### config.mk
export PLATFORM = sky130hd
export DESIGN_NAME = dmsr_core
export DESIGN_NICKNAME = d
export VERILOG_FILES = /design/src/verilog/dmsr_pkg.sv /design/src/verilog/dmsr_core.sv
export SDC_FILE = /design/constraint.sdc
export NUM_CORES = 1
export LEC_CHECK = 0
export ABC_AREA = 1
export BUFFER_PORTS_ARGS = -buffer_cell sky130_fd_sc_hd__buf_2
export CORE_ASPECT_RATIO = 0.5
export CORE_MARGIN = 10
export CORE_UTILIZATION = 37
export DETAILED_ROUTE_END_ITERATION = 6
export GPL_TIMING_DRIVEN = 0
export HOLD_SLACK_MARGIN = 0.15
export PLACE_DENSITY = 0.64
export SLEW_MARGIN = 5
export SYNTH_ARGS = -nofsm -noshare
export SYNTH_HDL_FRONTEND = slang
export SYNTH_SLANG_ARGS = --single-unit
### constraint.sdc
create_clock -name clock -period 3.4 [get_ports clock]
set_clock_uncertainty 0.15 [all_clocks]
set_input_delay 0.68 -clock clock [delete_from_list [all_inputs] [get_ports clock]]
set_output_delay 0.68 -clock clock [all_outputs]
set_load 0.01 [all_outputs]
### src/verilog/dmsr_pkg.sv
// Purpose: Constants shared by the mode-two and software request block
// Assumes: Byte-wide registers at their printed offsets on a plain port
// Notes:   Offsets, bit positions and reset values live here, except the end-of-process stages, which the core resets to 1
`default_nettype none
package dmsr_pkg;
   // ==========================================
   // Register offsets
   localparam logic [15:0] DMSR_SOFT_REQ_OFS  = 16'hf009;
   localparam logic [15:0] DMSR_MODE2_OFS     = 16'hf01b;
   // ==========================================
   // Mode-two register fields
   localparam int          DMSR_M2_REQ_IO     = 6;
   localparam int          DMSR_M2_TGT_IO     = 5;
   localparam int          DMSR_M2_REQ_HOLD   = 4;
   localparam int          DMSR_M2_REQ_DIR    = 3;
   localparam int          DMSR_M2_TGT_HOLD   = 2;
   localparam int          DMSR_CH_SEL        = 0;
   // ==========================================
   // Software request register fields
   localparam int          DMSR_SR_BIT        = 2;
   // ==========================================
   // Reset values
   localparam logic [1:0]  DMSR_MODE2_RST     = 2'h0;
   localparam logic [1:0]  DMSR_PEND_RST      = 2'h0;
   localparam logic [7:0]  DMSR_RDATA_RST     = 8'h00;
   // ==========================================
   // Arbiter states
   typedef enum logic [0:0] {
      DMSR_IDLE = 1'b0,
      DMSR_BUSY = 1'b1
   } dmsr_state_t;
endpackage : dmsr_pkg
`default_nettype wire

### src/verilog/dmsr_core.sv
// Purpose: Two-channel mode-two settings, software requests, arbitration
// Assumes: Single clock, synchronous active-high reset, plain register port
// Notes:   Target direction and demand mode arrive from the first mode register
//
// The strobed register port was decided locally.
`timescale 1ns/1ns
`default_nettype none
module dmsr_core
   import dmsr_pkg::*;
#(
   parameter int AW = 26
) (
   input  wire logic                clock,
   input  wire logic                rst,
   input  wire logic [15:0]         addr,
   input  wire logic [7:0]          wdata,
   input  wire logic                wr,
   input  wire logic                rd,
   output logic      [7:0]          rdata,
   input  wire logic [1:0]          hw_req,
   input  wire logic                end_of_process_in_n,
   input  wire logic [1:0]          tgt_dec,
   input  wire logic [1:0]          demand_mode,
   input  wire logic                xfer_strobe,
   input  wire logic                tc_in,
   input  wire logic                addr_load,
   input  wire logic                addr_load_ch,
   input  wire logic [AW-1:0]       req_addr_in,
   input  wire logic [AW-1:0]       tgt_addr_in,
   output logic      [1:0]          chan_req,
   output logic      [1:0]          grant,
   output logic      [1:0]          req_io_space,
   output logic      [1:0]          tgt_io_space,
   output logic      [1:0][AW-1:0]  req_addr,
   output logic      [1:0][AW-1:0]  tgt_addr
);
   // ==========================================
   // State
   typedef struct packed {
      logic [1:0]          req_io;
      logic [1:0]          tgt_io;
      logic [1:0]          req_hold;
      logic [1:0]          req_dec;
      logic [1:0]          tgt_hold;
      logic [1:0]          pend;
      logic [1:0]          soft_act;
      logic [1:0]          hw_s1;
      logic [1:0]          hw_s2;
      logic [1:0]          hw_s3;
      logic [1:0]          hw_f;
      logic                eop_s1;
      logic                eop_s2;
      logic                eop_s3;
      logic                eop_f;
      dmsr_state_t         state;
      logic                gch;
      logic [1:0]          grant;
      logic [1:0]          chan_req;
      logic [7:0]          rdata;
      logic [1:0][AW-1:0]  raddr;
      logic [1:0][AW-1:0]  taddr;
   } dmsr_st_t;

   dmsr_st_t           s_ff;
   dmsr_st_t           nxt_s;
   logic [1:0]         creq;
   logic               end_evt;
   logic               wr_m2;
   logic               wr_sr;
   logic               rd_sr;
   logic [AW-1:0]      one_step;

   assign one_step = {{(AW-1){1'b0}}, 1'b1};
   assign creq     = s_ff.soft_act | s_ff.hw_f;
   assign end_evt  = (s_ff.state == DMSR_BUSY) && (tc_in || !s_ff.eop_f);
   assign wr_m2    = wr && (addr == DMSR_MODE2_OFS);
   assign wr_sr    = wr && (addr == DMSR_SOFT_REQ_OFS);
   assign rd_sr    = rd && (addr == DMSR_SOFT_REQ_OFS);

   // ==========================================
   // Next state
   always_comb begin
      nxt_s        = s_ff;
      // Pin synchronisers, change taken when stages two and three agree
      nxt_s.hw_s1  = hw_req;
      nxt_s.hw_s2  = s_ff.hw_s1;
      nxt_s.hw_s3  = s_ff.hw_s2;
      nxt_s.eop_s1 = end_of_process_in_n;
      nxt_s.eop_s2 = s_ff.eop_s1;
      nxt_s.eop_s3 = s_ff.eop_s2;
      if (s_ff.eop_s2 == s_ff.eop_s3) begin
         nxt_s.eop_f = s_ff.eop_s3;
      end
      for (int i = 0; i < 2; i++) begin
         if (s_ff.hw_s2[i] == s_ff.hw_s3[i]) begin
            nxt_s.hw_f[i] = s_ff.hw_s3[i];
         end
      end
      nxt_s.chan_req = creq;
      // Arbiter, channel 0 first, no preemption
      case (s_ff.state)
         DMSR_IDLE: begin
            if (creq != 2'h0) begin
               nxt_s.state = DMSR_BUSY;
               nxt_s.gch   = !creq[0];
               nxt_s.grant = creq[0] ? 2'h1 : 2'h2;
            end
         end
         DMSR_BUSY: begin
            if (end_evt) begin
               nxt_s.soft_act[s_ff.gch] = 1'b0;
               nxt_s.state              = DMSR_IDLE;
               nxt_s.grant              = 2'h0;
            end else if (!creq[s_ff.gch]) begin
               nxt_s.state = DMSR_IDLE;
               nxt_s.grant = 2'h0;
            end
         end
         default: begin
            nxt_s.state = DMSR_IDLE;
            nxt_s.grant = 2'h0;
         end
      endcase
      // Address stepping on each data transfer of the granted channel
      if (s_ff.state == DMSR_BUSY && xfer_strobe) begin
         if (!s_ff.req_hold[s_ff.gch]) begin
            if (s_ff.req_dec[s_ff.gch]) begin
               nxt_s.raddr[s_ff.gch] = s_ff.raddr[s_ff.gch] - one_step;
            end else begin
               nxt_s.raddr[s_ff.gch] = s_ff.raddr[s_ff.gch] + one_step;
            end
         end
         if (!s_ff.tgt_hold[s_ff.gch]) begin
            if (tgt_dec[s_ff.gch]) begin
               nxt_s.taddr[s_ff.gch] = s_ff.taddr[s_ff.gch] - one_step;
            end else begin
               nxt_s.taddr[s_ff.gch] = s_ff.taddr[s_ff.gch] + one_step;
            end
         end
      end
      if (addr_load) begin
         nxt_s.raddr[addr_load_ch] = req_addr_in;
         nxt_s.taddr[addr_load_ch] = tgt_addr_in;
      end
      // Register writes
      if (wr_m2) begin
         nxt_s.req_io[wdata[DMSR_CH_SEL]]   = wdata[DMSR_M2_REQ_IO];
         nxt_s.tgt_io[wdata[DMSR_CH_SEL]]   = wdata[DMSR_M2_TGT_IO];
         nxt_s.req_hold[wdata[DMSR_CH_SEL]] = wdata[DMSR_M2_REQ_HOLD];
         nxt_s.req_dec[wdata[DMSR_CH_SEL]]  = wdata[DMSR_M2_REQ_DIR];
         nxt_s.tgt_hold[wdata[DMSR_CH_SEL]] = wdata[DMSR_M2_TGT_HOLD];
      end
      // Register read, read clears the pending flags
      nxt_s.rdata = DMSR_RDATA_RST;
      if (rd_sr) begin
         nxt_s.rdata = {6'h00, s_ff.pend};
         nxt_s.pend  = 2'h0;
      end
      // Software request, set wins over clear
      if (wr_sr && wdata[DMSR_SR_BIT]) begin
         nxt_s.pend[wdata[DMSR_CH_SEL]]     = 1'b1;
         nxt_s.soft_act[wdata[DMSR_CH_SEL]] = 1'b1;
      end
   end

   // ==========================================
   // Registers
   always_ff @(posedge clock) begin
      if (rst) begin
         s_ff          <= '0;
         s_ff.req_io   <= DMSR_MODE2_RST;
         s_ff.tgt_io   <= DMSR_MODE2_RST;
         s_ff.req_hold <= DMSR_MODE2_RST;
         s_ff.req_dec  <= DMSR_MODE2_RST;
         s_ff.tgt_hold <= DMSR_MODE2_RST;
         s_ff.pend     <= DMSR_PEND_RST;
         s_ff.rdata    <= DMSR_RDATA_RST;
         s_ff.state    <= DMSR_IDLE;
         s_ff.eop_s1   <= 1'b1;
         s_ff.eop_s2   <= 1'b1;
         s_ff.eop_s3   <= 1'b1;
         s_ff.eop_f    <= 1'b1;
      end else begin
         s_ff <= nxt_s;
      end
   end

   // ==========================================
   // Outputs
   assign rdata        = s_ff.rdata;
   assign chan_req     = s_ff.chan_req;
   assign grant        = s_ff.grant;
   assign req_io_space = s_ff.req_io;
   assign tgt_io_space = s_ff.tgt_io;
   assign req_addr     = s_ff.raddr;
   assign tgt_addr     = s_ff.taddr;
endmodule : dmsr_core
`default_nettype wire

== After elaboration in Yosys (flattened, before gate mapping) ==
Index checks and enable logic that the tools add are counted.
Widths: inputs -> output; s select.

* Bits of input ports: 91
* Output and inout bits: 120
* Word-level logic and storage cells: 117
* Bits in registers: 144

* Bitwise operators: 7
* Reduce and logical (&&, ||, !) cells: 16
* Order comparisons: 6
* Mux-type cells: 51
* Equal/unequal tests: 7
* Add/sub/neg operators: 4

{| class="wikitable"
|+ Operators with widths
! kind !! count
|-
| $bwmux 52 || 6
|-
| $mux 104 || 2
|-
| $mux 52 || 4
|-
| $mux 26 || 6
|-
| $add 26x1->26 const B || 2
|-
| $demux 26 s1 || 2
|-
| $sub 26x1->26 const B || 2
|-
| $eq 16x16->1 const B || 2
|-
| $mux 1 || 14
|-
| $mux 2 || 6
|-
| $bwmux 2 || 5
|-
| $logic_and 1x1->1 || 9
|-
| $mux 4 || 2
|-
| $lt 1x2->1 const B || 3
|-
| $or 2x2->2 || 3
|-
| $pmux 2 s2 || 1
|-
| $reduce_and 2->1 || 2
|-
| $eq 1x1->1 || 3
|-
| $ge 1x1->1 const B || 3
|-
| $ne 3x3->1 const B || 1
|-
| $and 2x2->2 || 1
|-
| $demux 1 s1 || 2
|-
| $logic_not 1->1 || 2
|-
| $ne 2x2->1 const B || 1
|-
| other kinds (6) || 7
|}

== Depth between registers and ports, before layout ==
Gate-level depths: netlist of the first run.

* Depth after elaboration: 10
* Mapped depth: 17

== Worst setup path after synthesis of the first run ==
No wires, ideal clock.

* Path kind: register -> register
* Start point: reg s_ff[116] (netlist bit)
* End point: reg s_ff (netlist bit req_addr[46])
* Data arrival time: 1.960 ns
* Cell stages (with the launch flop): 16
* Required time: 3.131 ns
* Path slack: 1.171 ns
* Cell sequence: dfxtp_1 > inv_2 > buf_2 > o21ai_1 > ha_1 > nand2_1 > nor2_2 > nand3_2 > nor2_1 > nand2_1 > nand2_1 > nand3_1 > nand2_1 > nand2_1 > nand2_1 > a21oi_1

* Cells in the longest elaborated chain, start to end: 10

{| class="wikitable"
|+ Ends and longest elaborated chain
! item !! line !! text
|-
| from (decl) || dmsr_core.sv:64 || <nowiki>dmsr_st_t s_ff;</nowiki>
|-
| from (signal assigned) || dmsr_core.sv:184 || <nowiki>s_ff <= nxt_s;</nowiki>
|-
| parallel branches: the longest is 6 deep, another holds $add 26x1->26 || - ||
|-
| $mux 52 * || dmsr_core.sv:126 || <nowiki>if (!s_ff.req_hold[s_ff.gch]) begin</nowiki>
|-
| $mux 104 * || dmsr_core.sv:125 || <nowiki>if (s_ff.state == DMSR_BUSY && xfer_strobe) begin</nowiki>
|-
| $bwmux 52 || dmsr_core.sv:142 || <nowiki>nxt_s.raddr[addr_load_ch] = req_addr_in;</nowiki>
|-
| $mux 104 * || dmsr_core.sv:141 || <nowiki>if (addr_load) begin</nowiki>
|}

Every way passes the cells marked *. The select of a mux whose other input is x is not followed.
A chain may end at the register's enable or synchronous reset.

== Worst setup path in the final report of the first run ==
* Start point: reg s_ff[116] (netlist bit)
* End point: reg s_ff (netlist bit req_addr[45])

The elaborated chain is that of the path after synthesis.

==> results of run 1 <==
## report_power, final
part / switching [W] / total, W / internal (W)
clock: 0.000837 / 0.00193 / 0.00109
sequential: 0.0000961 / 0.00180 / 0.00171
combinational: 0.000815 / 0.00127 / 0.000451
total: 0.00175 / 0.00499 / 0.00325
## kinds of logic (layout without fill, tap and decap cells)
logic type,Yosys count,count (layout),share of synthesized area (%)
compound gates,482,482,21.78
fa+ha+maj,4,4,0.4369
simple gates,941,941,34.53
flops,138,138,24.12
buf+inv,395,627,17.73
xor+xnor,18,18,1.376
other cells,1,6,0.03273
## layout make-up
class / instances / area (um2)
Inverter: 192 / 720.7
Clock buffer: 20 / 436.7
Multi-Input combinational cell: 1451 / 6681
Timing Repair Buffer: 200 / 1001
Buffer: 203 / 1310
Fill cell: 3418 / 16850
Tap cell: 399 / 499.2
Sequential cell: 138 / 2763
Clock inverter: 12 / 141.4
## sequential cells by signal (all words and copies together) (netlist names)
signal	cells
req_io_space	2
s_ff	18
chan_req	2
grant	2
req_addr	52
rdata	2
nxt_s	6
tgt_addr	52
tgt_io_space	2
## cells in the final DEF (no fill, tap or decap), types with 2 or more instances in the layout
| master | n |
|---|---|
| a21oi_1 | 215 |
| nand4_1 | 25 |
| a221oi_1 | 2 |
| o21ai_2 | 9 |
| buf_4 | 126 |
| nand2_1 | 537 |
| or2_2 | 6 |
| nor2_1 | 162 |
| a31oi_1 | 6 |
| inv_6 | 2 |
| nand2_2 | 12 |
| conb_1 | 6 |
| clkbuf_16 | 17 |
| xor2_1 | 16 |
| buf_6 | 8 |
| nor2_2 | 14 |
| nor4_1 | 2 |
| dfxtp_1 | 138 |
| inv_1 | 169 |
| o21a_1 | 6 |
| clkinvlp_4 | 2 |
| nand3_2 | 3 |
| nand3b_1 | 3 |
| clkinv_1 | 3 |
| o21ai_1 | 55 |
| nand3_1 | 162 |
| o211ai_1 | 2 |
| clkinv_4 | 5 |
| buf_2 | 212 |
| nor3_1 | 10 |
| o21ai_0 | 182 |
| buf_1 | 3 |
| ha_1 | 4 |
| nor2_4 | 2 |
| xnor2_1 | 2 |
| clkbuf_1 | 57 |
| bufinv_16 | 2 |
| inv_2 | 20 |
## per-stage QoR
stage	util [%]	hold WS, ns	cells
floorplan	-	0.2383	1984
global route	44.58	0.2746	2615
CTS	44.58	0.2499	2615
finish	44.58	0.2491	2615
global placement	42.67	0.2417	2583
detailed placement	42.67	0.2420	2583
## worst paths after layout
path,start,to,slack (ns),cells after the start
max,s_ff[116]$_SDFFE_PP0P_,req_addr[45]$_SDFF_PP0_,0.27,10
min,nxt_s[127]$_SDFF_PP0_,nxt_s[125]$_SDFF_PP0_,0.25,2
min reg2reg,nxt_s[127]$_SDFF_PP0_,nxt_s[125]$_SDFF_PP0_,0.25,2
max reg2reg,s_ff[116]$_SDFFE_PP0P_,req_addr[45]$_SDFF_PP0_,0.27,10
## worst max-delay path, stage by stage, from the launching register on
cell      delay [ns]
dfxtp_1         0.35
buf_6           0.18
nor2_4          0.30
inv_1           0.17
nor2_2          0.49
inv_2           0.24
nand2_2         0.31
inv_2           0.16
clkbuf_1        0.36
a21oi_1         0.22
a21oi_1         0.10
## per-layer routing
metal / vias to the layer above / wire length (um) / track usage, %
met3: 133 / 5641 / 5.847
li1: 6790 / - / -
met4: 0 / 1953 / 9.909
met5: - / 0 / 0
met2: 813 / 24090 / 42.97
met1: 6536 / 21780 / 34.29
==> flow_summary.json, run 1 <==
{
  "final_area_um2": 13550,
  "netlist.area_leader.share_pct": 24.12,
  "cts_hold_buf": 0,
  "fin_setup_tns_ns": 0,
  "areaGrowthSynthToFinish_pct": 18.30,
  "crit_required_ns": 3.58,
  "drive_gt1_share_pct": 19.99,
  "rows": 45,
  "drv_slew": 0,
  "setup_viol": 0,
  "run_status": "finished clean",
  "port_buffers": 200,
  "num_vias": 14272,
  "gp_congestion": 1.026,
  "track_usage_pct": 26.62,
  "numCtsBuffers": 17,
  "cp_data_arrival_time_ns": 3.31,
  "syn_area_um2": 11460,
  "routed_wl_mm": 53.46,
  "route.detailed.drc": 0,
  "initial_core_util_pct": 37.68,
  "ys_top_cells_by_count": "537 x nand2_1, 215 x a21oi_1, 182 x o21ai_0",
  "htree_levels": 4,
  "slew_headroom_pct": 32.00,
  "yosys.area.top_type": "dfxtp_1",
  "synthTopCellsByArea": "dfxtp_1 24%, nand2_1 18%, a21oi_1 9.4%, buf_4 8.3%, o21ai_0 8.0%",
  "clock_sinks": 138,
  "synth_edf_count": 0,
  "ys_warn_count": 0,
  "yosysUniqueCellTypes": 41,
  "synth-async-reset-ratio_pct": 0,
  "cts_buffer_depth": 2,
  "grt_pass1_wl_mm": 78.41,
  "fmax_ghz": 0.3191,
  "crit_type": "reg -> reg",
  "worstHoldPathType": "reg -> reg",
  "vias_per_cell": 5.458,
  "clock_tree.root_cell": "clkbuf_16",
  "period_needed_ns": 3.133,
  "finalPower_w": 0.004994,
  "avgSynthCellArea_um2": 5.789,
  "io_pins": 211,
  "die_width_um": 268.8,
  "fp.dieH_um": 144.4,
  "p_leak_nw": 6.263,
  "crit_path_end_kind": "register",
  "finalHoldViolations": 0,
  "drt_iter0_drc": 1946,
  "clkSlewWorstSetupHoldPaths_ns": 0.07,
  "synthFlopType": "dfxtp_1",
  "dpl.hpwl_mm": 41.23,
  "insertedDiodeCount": 0,
  "post_cts_buffers": 0,
  "ant_nets": 0,
  "die-area_um2": 38830,
  "syn_inst": 1979,
  "grt_start_max_net_pins": 17,
  "cp_max_fo": 10,
  "place_area_um2": 12970,
  "overflow": 0,
  "core_um2": 30400,
  "wl_per_cell_um": 20.44,
  "cts_tree": "yes",
  "nets": 2298,
  "antenna_found_initial": 0,
  "post-synth-top-count-cell": "nand2_1",
  "drv_cap": 0,
  "ys_seq_area_share_pct": 24.12,
  "worstMarginPinSlew_ns": 1.020,
  "rsz0062_at_grt": "no",
  "grt_pass1_vias": 12975,
  "powerDensity_nw_per_um2": 368.5,
  "synth_seq_cells": 138,
  "critPathLaunchType": "register",
  "fin_ws_ns": 0.2666,
  "drtPass1Iterations": 6,
  "dp_slack_ns": 0.3351,
  "post_cts_resized": 0,
  "period_share_pct": 92.16,
  "ir_worst_vdd_mv": 0.3472,
  "clk_latency_ns": 0.44
}
Note: power is estimated with default switching activity, not from simulation.
==> run 2, diff against run 1 <==
--- a/config.mk
+++ b/config.mk
@@ -13,7 +13,7 @@
 export DETAILED_ROUTE_END_ITERATION = 6
 export GPL_TIMING_DRIVEN = 0
 export HOLD_SLACK_MARGIN = 0.15
-export PLACE_DENSITY = 0.64
+export PLACE_DENSITY = 0.65
 export SLEW_MARGIN = 5
 export SYNTH_ARGS = -nofsm -noshare
 export SYNTH_HDL_FRONTEND = slang
==> flow_summary.json, run 2 (synthesized netlist as in run 1, its figures left out) <==
{
  "run_status": "finished clean",
  "hold_slack_ns": 0.2550,
  "gp_congestion": 1.003,
  "antenna_found_initial": 0,
  "die_width_um": 268.8,
  "path_cells": "buf_6 > nor2_4 > inv_1 > nor2_2 > inv_2 > nand2_2 > inv_2 > clkbuf_1 > a21oi_1 > a21oi_1",
  "grt_start_max_net_pins": 17,
  "post_cts_resized": 0,
  "cts_tree": "yes",
  "setup_viol": 0,
  "insertedDiodeCount": 0,
  "crit_required_ns": 3.59,
  "wl_per_cell_um": 21.19,
  "slew_headroom_pct": 25.28,
  "drt_iter0_drc": 1885,
  "crit_type": "reg -> reg",
  "r2r_start": "s_ff[116]$_SDFFE_PP0P_",
  "whs_path_depth": 2,
  "clkSlewWorstSetupHoldPaths_ns": 0.07,
  "fp.dieH_um": 144.4,
  "grt_pass1_vias": 13409,
  "rows": 45,
  "areaGrowthSynthToFinish_pct": 18.59,
  "p_leak_nw": 6.275,
  "cp_max_fo": 10,
  "ant_nets": 0,
  "drive_gt1_share_pct": 20.08,
  "final_cell_mix": "537 x nand2_1, 215 x a21oi_1, 212 x buf_2, 182 x o21ai_0, 169 x inv_1",
  "rsz0062_at_grt": "no",
  "numCtsBuffers": 17,
  "track_usage_pct": 27.76,
  "worstMarginPinSlew_ns": 1.121,
  "drv_slew": 0,
  "num_vias": 14359,
  "reg2regPathDepth": 10,
  "drtPass1Iterations": 6,
  "overflow": 0,
  "grt_pass1_wl_mm": 80.86,
  "crit_path_end_kind": "register",
  "drv_cap": 0,
  "final_common_cell": "nand2_1",
  "post_cts_buffers": 0,
  "route.detailed.drc": 0,
  "finalHoldViolations": 0,
  "clock_sinks": 138,
  "port_buffers": 200,
  "htree_levels": 4,
  "slowest_delay_ns": 0.55,
  "clock_tree.root_cell": "clkbuf_16",
  "timing.rr.end": "req_addr[40]$_SDFF_PP0_",
  "period_needed_ns": 3.255,
  "core_um2": 30400,
  "cp_data_arrival_time_ns": 3.45,
  "vias_per_cell": 5.491,
  "min_to": "nxt_s[124]$_SDFF_PP0_",
  "die-area_um2": 38830,
  "worstHoldPathType": "reg -> reg",
  "cts_hold_buf": 0,
  "fin_setup_tns_ns": 0,
  "r2r_slack_ns": 0.15,
  "ir_worst_vdd_mv": 0.3165,
  "slowest_stage": "nor2_2",
  "powerDensity_nw_per_um2": 374.4,
  "initial_core_util_pct": 37.68,
  "nets": 2298,
  "fmax_ghz": 0.3072,
  "io_pins": 211,
  "min_from": "nxt_s[126]$_SDFF_PP0_",
  "routed_wl_mm": 55.40,
  "dpl.hpwl_mm": 42.87,
  "cts_buffer_depth": 2,
  "period_share_pct": 95.73,
  "critPathLaunchType": "register",
  "clk_latency_ns": 0.45
}
## run 2: cell types whose count changed in the layout (fill, tap and decap cells not counted), sizes merged
| cell | previous run | this run |
|---|---|---|
| clkinv | 9 | 7 |
| clkinvlp | 2 | 4 |
| bufinv | 2 | 3 |
| clkbuf | 74 | 73 |
## run 2: routing by layer
layer	vias up	wire (um)	global-route usage [%]
met5	-	0	0
met3	134	5645	5.237
met2	802	24780	44.54
met1	6640	22870	35.93
li1	6783	-	-
met4	0	2108	11.91
## run 2: how the worst max path moves through the flow
stage	start	to	cells past startpoint
floorplan	s_ff[116]$_SDFFE_PP0P_	req_addr[46]$_SDFF_PP0_	15
global route	s_ff[116]$_SDFFE_PP0P_	req_addr[18]$_SDFF_PP0_	15
detailed placement	xfer_strobe	req_addr[45]$_SDFF_PP0_	9
finish	s_ff[116]$_SDFFE_PP0P_	req_addr[40]$_SDFF_PP0_	10
CTS	s_ff[116]$_SDFFE_PP0P_	req_addr[42]$_SDFF_PP0_	10
global placement	xfer_strobe	req_addr[40]$_SDFF_PP0_	9
## run 2: layout make-up
type,instances,area (um2)
buffer,203,1310
inverter,192,720.7
tap,399,499.2
fill,3416,16820
sequential,138,2763
clock buffer,19,442.9
clock inverter,13,167.7
timing repair buffer,200,1001
multi-input combinational,1451,6681
## run 2: stage by stage
step,total power (W),instance area [um2],utilization [%],setup slack [ns],instances
6_report,0.005087,13590,44.68,0.1452,2615
3_3_place_gp,0.003083,12970,42.67,0.2159,2583
5_1_grt,0.005290,13590,44.68,0.06432,2615
4_1_cts,0.005056,13590,44.68,0.2757,2615
2_1_floorplan,0.002621,11470,-,1.171,1984
3_5_place_dp,0.003083,12970,42.67,0.2148,2583
## run 2: power by group
group / total, W / internal (W) / switching [W]
Clock: 0.00200 / 0.00118 / 0.000824
Combinational: 0.00128 / 0.000451 / 0.000833
Sequential: 0.00180 / 0.00171 / 0.0000944
## run 2: critical path: cells and delay by family (launching register included)
family | cells | cell delay, ns
compound gates | 2 | 0.32
buf+inv | 5 | 1.11
flops | 1 | 0.36
simple gates | 3 | 1.20
==> run 3, diff against run 2 <==
--- a/config.mk
+++ b/config.mk
@@ -5,7 +5,6 @@
 export SDC_FILE = /design/constraint.sdc
 export NUM_CORES = 1
 export LEC_CHECK = 0
-export ABC_AREA = 1
 export BUFFER_PORTS_ARGS = -buffer_cell sky130_fd_sc_hd__buf_2
 export CORE_ASPECT_RATIO = 0.5
 export CORE_MARGIN = 10
==> flow_summary.json, run 3 <==
{
  "cts_tree": "yes",
  "switchingPower_w": 0.001421,
  "worstMarginPinSlew_ns": 1.358,
  "num_vias": 11267,
  "wl_per_cell_um": 23.77,
  "sw_frac_of_total_pct": 30.50,
  "period_share_pct": 99.30,
  "crit_required_ns": 3.56,
  "avgSynthCellArea_um2": 8.015,
  "drt_iter0_drc": 1500,
  "netlist.area_leader.share_pct": 27.25,
  "initial_core_util_pct": 37.98,
  "setup_viol": 0,
  "period_needed_ns": 3.376,
  "drv_cap": 0,
  "final_cell_mix": "208 x buf_2, 137 x dfxtp_1, 133 x buf_4, 116 x nor2_1, 74 x mux2i_1",
  "crit_path_end_kind": "register",
  "final_common_cell": "buf_2",
  "clockPowerShare_pct": 42.9,
  "clock_tree.root_cell": "clkbuf_16",
  "core_um2": 26700,
  "synth_edf_count": 0,
  "place_area_um2": 11600,
  "insertedDiodeCount": 0,
  "ys_warn_count": 0,
  "powerDensity_nw_per_um2": 371.6,
  "io_pins": 211,
  "grt_start_max_net_pins": 17,
  "grt_pass1_vias": 10722,
  "dp_slack_ns": -1.135,
  "synthTopCellsByArea": "dfxtp_1 27%, buf_4 9.0%, mux2i_1 7.6%, nor2_1 4.3%, o21ai_0 3.6%",
  "drive_gt1_share_pct": 30.11,
  "port_buffers": 199,
  "die_width_um": 254.1,
  "routed_wl_mm": 44.29,
  "grt_pass1_wl_mm": 64.89,
  "nets": 1594,
  "worstHoldPathType": "reg -> reg",
  "crit_start": "s_ff[116]$_SDFFE_PP0P_",
  "p_seq_share_pct": 39.0,
  "fmax_ghz": 0.2962,
  "clk_latency_ns": 0.45,
  "dpl.hpwl_mm": 32.75,
  "numCtsBuffers": 17,
  "fin_cells": 1863,
  "r2r_start": "s_ff[116]$_SDFFE_PP0P_",
  "post-synth-top-count-cell": "dfxtp_1",
  "die-area_um2": 34820,
  "ant_nets": 0,
  "run_status": "finished clean",
  "min_from": "nxt_s[120]$_SDFF_PP1_",
  "ys_seq_area_share_pct": 27.25,
  "areaGrowthSynthToFinish_pct": 23.63,
  "ir_worst_vdd_mv": 0.3965,
  "synthFlopType": "dfxtp_1",
  "clock_sinks": 138,
  "critPathLaunchType": "register",
  "route.detailed.drc": 0,
  "ys_top_cells_by_count": "138 x dfxtp_1, 121 x buf_4, 116 x nor2_1",
  "yosys.area.top_type": "dfxtp_1",
  "overflow": 0,
  "vias_per_cell": 6.048,
  "track_usage_pct": 24.46,
  "htree_levels": 4,
  "synth-async-reset-ratio_pct": 0,
  "comb_power_share_pct": 18.1,
  "cts_buffer_depth": 2,
  "gp_congestion": 0.9966,
  "synth_seq_cells": 138,
  "yosysUniqueCellTypes": 81,
  "finalHoldViolations": 0,
  "cp_data_arrival_time_ns": 3.54,
  "rows": 42,
  "cp_max_fo": 10,
  "syn_area_um2": 10140,
  "fp.dieH_um": 137.1,
  "drtPass1Iterations": 6,
  "antenna_found_initial": 0,
  "final_area_um2": 12530,
  "slew_headroom_pct": 9.496,
  "fillers": 2665,
  "fin_ws_ns": 0.02372,
  "clkSlewWorstSetupHoldPaths_ns": 0.07,
  "syn_inst": 1265,
  "crit_type": "reg -> reg",
  "p_int_w": 0.003237,
  "p_leak_nw": 5.177,
  "dp.cells": 1821,
  "drv_slew": 0,
  "cts_hold_buf": 0
}
## run 3: changes by cell type in the layout (fill, tap and decap cells not counted), sizes merged, moves of 18 or more
cell	delta
nand2	-476
inv	-180
a21oi	-179
o21ai	-171
nand3	-135
mux2i	+77
nor2	-62
o22ai	+54
nand2b	+40
nor3	+37
a211oi	+28
mux2	+22
xnor2	+19
and3	+18
## run 3: timing repair
action | in CTS | in global routing
buffers inserted | 1 | 10
pin swaps | 2 | 4
gates resized for setup | 41 | 15
setup endpoints to repair | 63 | 31
## run 3: cell type report
class	count	area, um2	share of cell area (%)
multi-input combinational	925	6255	49.90
sequential	138	2766	22.07
buffer	199	1356	10.82
timing repair buffer	210	1079	8.604
clock buffer	19	442.9	3.534
tap	352	440.4	3.514
clock inverter	12	165.2	1.318
inverter	8	30.03	0.2396
## run 3: cells by family after synthesis
group,count (synthesis),synth area share [%]
AOI/OAI and AO/OA,315,21.63
xor gates and xnor gates,28,2.419
adders and majority gates,4,0.4937
buffers and inverters,207,12.59
DFF,138,27.25
muxes,99,10.05
other,1,0.03699
and+or+nand+nor,473,25.53
## run 3: worst paths after layout
kind / endpoint / slack (ns) / depth (start not counted)
hold reg to reg: nxt_s[119]$_SDFF_PP1_ / 0.26 / 1
hold / removal: nxt_s[119]$_SDFF_PP1_ / 0.26 / 1
setup reg to reg: req_addr[51]$_SDFF_PP0_ / 0.02 / 8
setup / recovery: req_addr[51]$_SDFF_PP0_ / 0.02 / 8
## run 3: per-stage QoR
step	total power [W]	util, %	hold WS (ns)	TNS (ns)
finish	0.004658	46.95	0.2643	0
global route	0.004781	46.95	0.2698	-0.02966
CTS	0.004613	46.41	0.2707	0
detailed placement	0.002637	43.44	0.2533	-30.06
global placement	0.002635	43.44	0.2476	-30.89
floorplan	0.002311	-	0.2395	0
## run 3: worst max-delay path: stages, from the launching register on
cell,delay (ns)
dfxtp_4,0.39
buf_12,0.15
nand3_1,0.55
nor2_1,0.38
clkbuf_1,0.63
clkbuf_1,0.61
nand2_1,0.10
mux2i_1,0.20
o22ai_1,0.09
## run 3: layer usage
layer	wire length (um)	vias to the layer above	GRT usage, %	share of wire (%)
met5	0	-	0	0
met4	1529	0	9.289	3.5
met3	4014	137	6.171	9.1
met2	20560	621	40.47	46
met1	18190	5428	30.30	41
li1	-	5081	-	-
## run 3: power by group through the flow
stage / clock network [W] / logic, W / registers, W
3_5_place_dp: 0 / 0.000792 / 0.00184
5_1_grt: 0.00206 / 0.000896 / 0.00182
4_1_cts: 0.00199 / 0.000812 / 0.00181
3_3_place_gp: 0 / 0.000790 / 0.00185
2_1_floorplan: 0 / 0.000517 / 0.00179
6_report: 0.00200 / 0.000844 / 0.00182
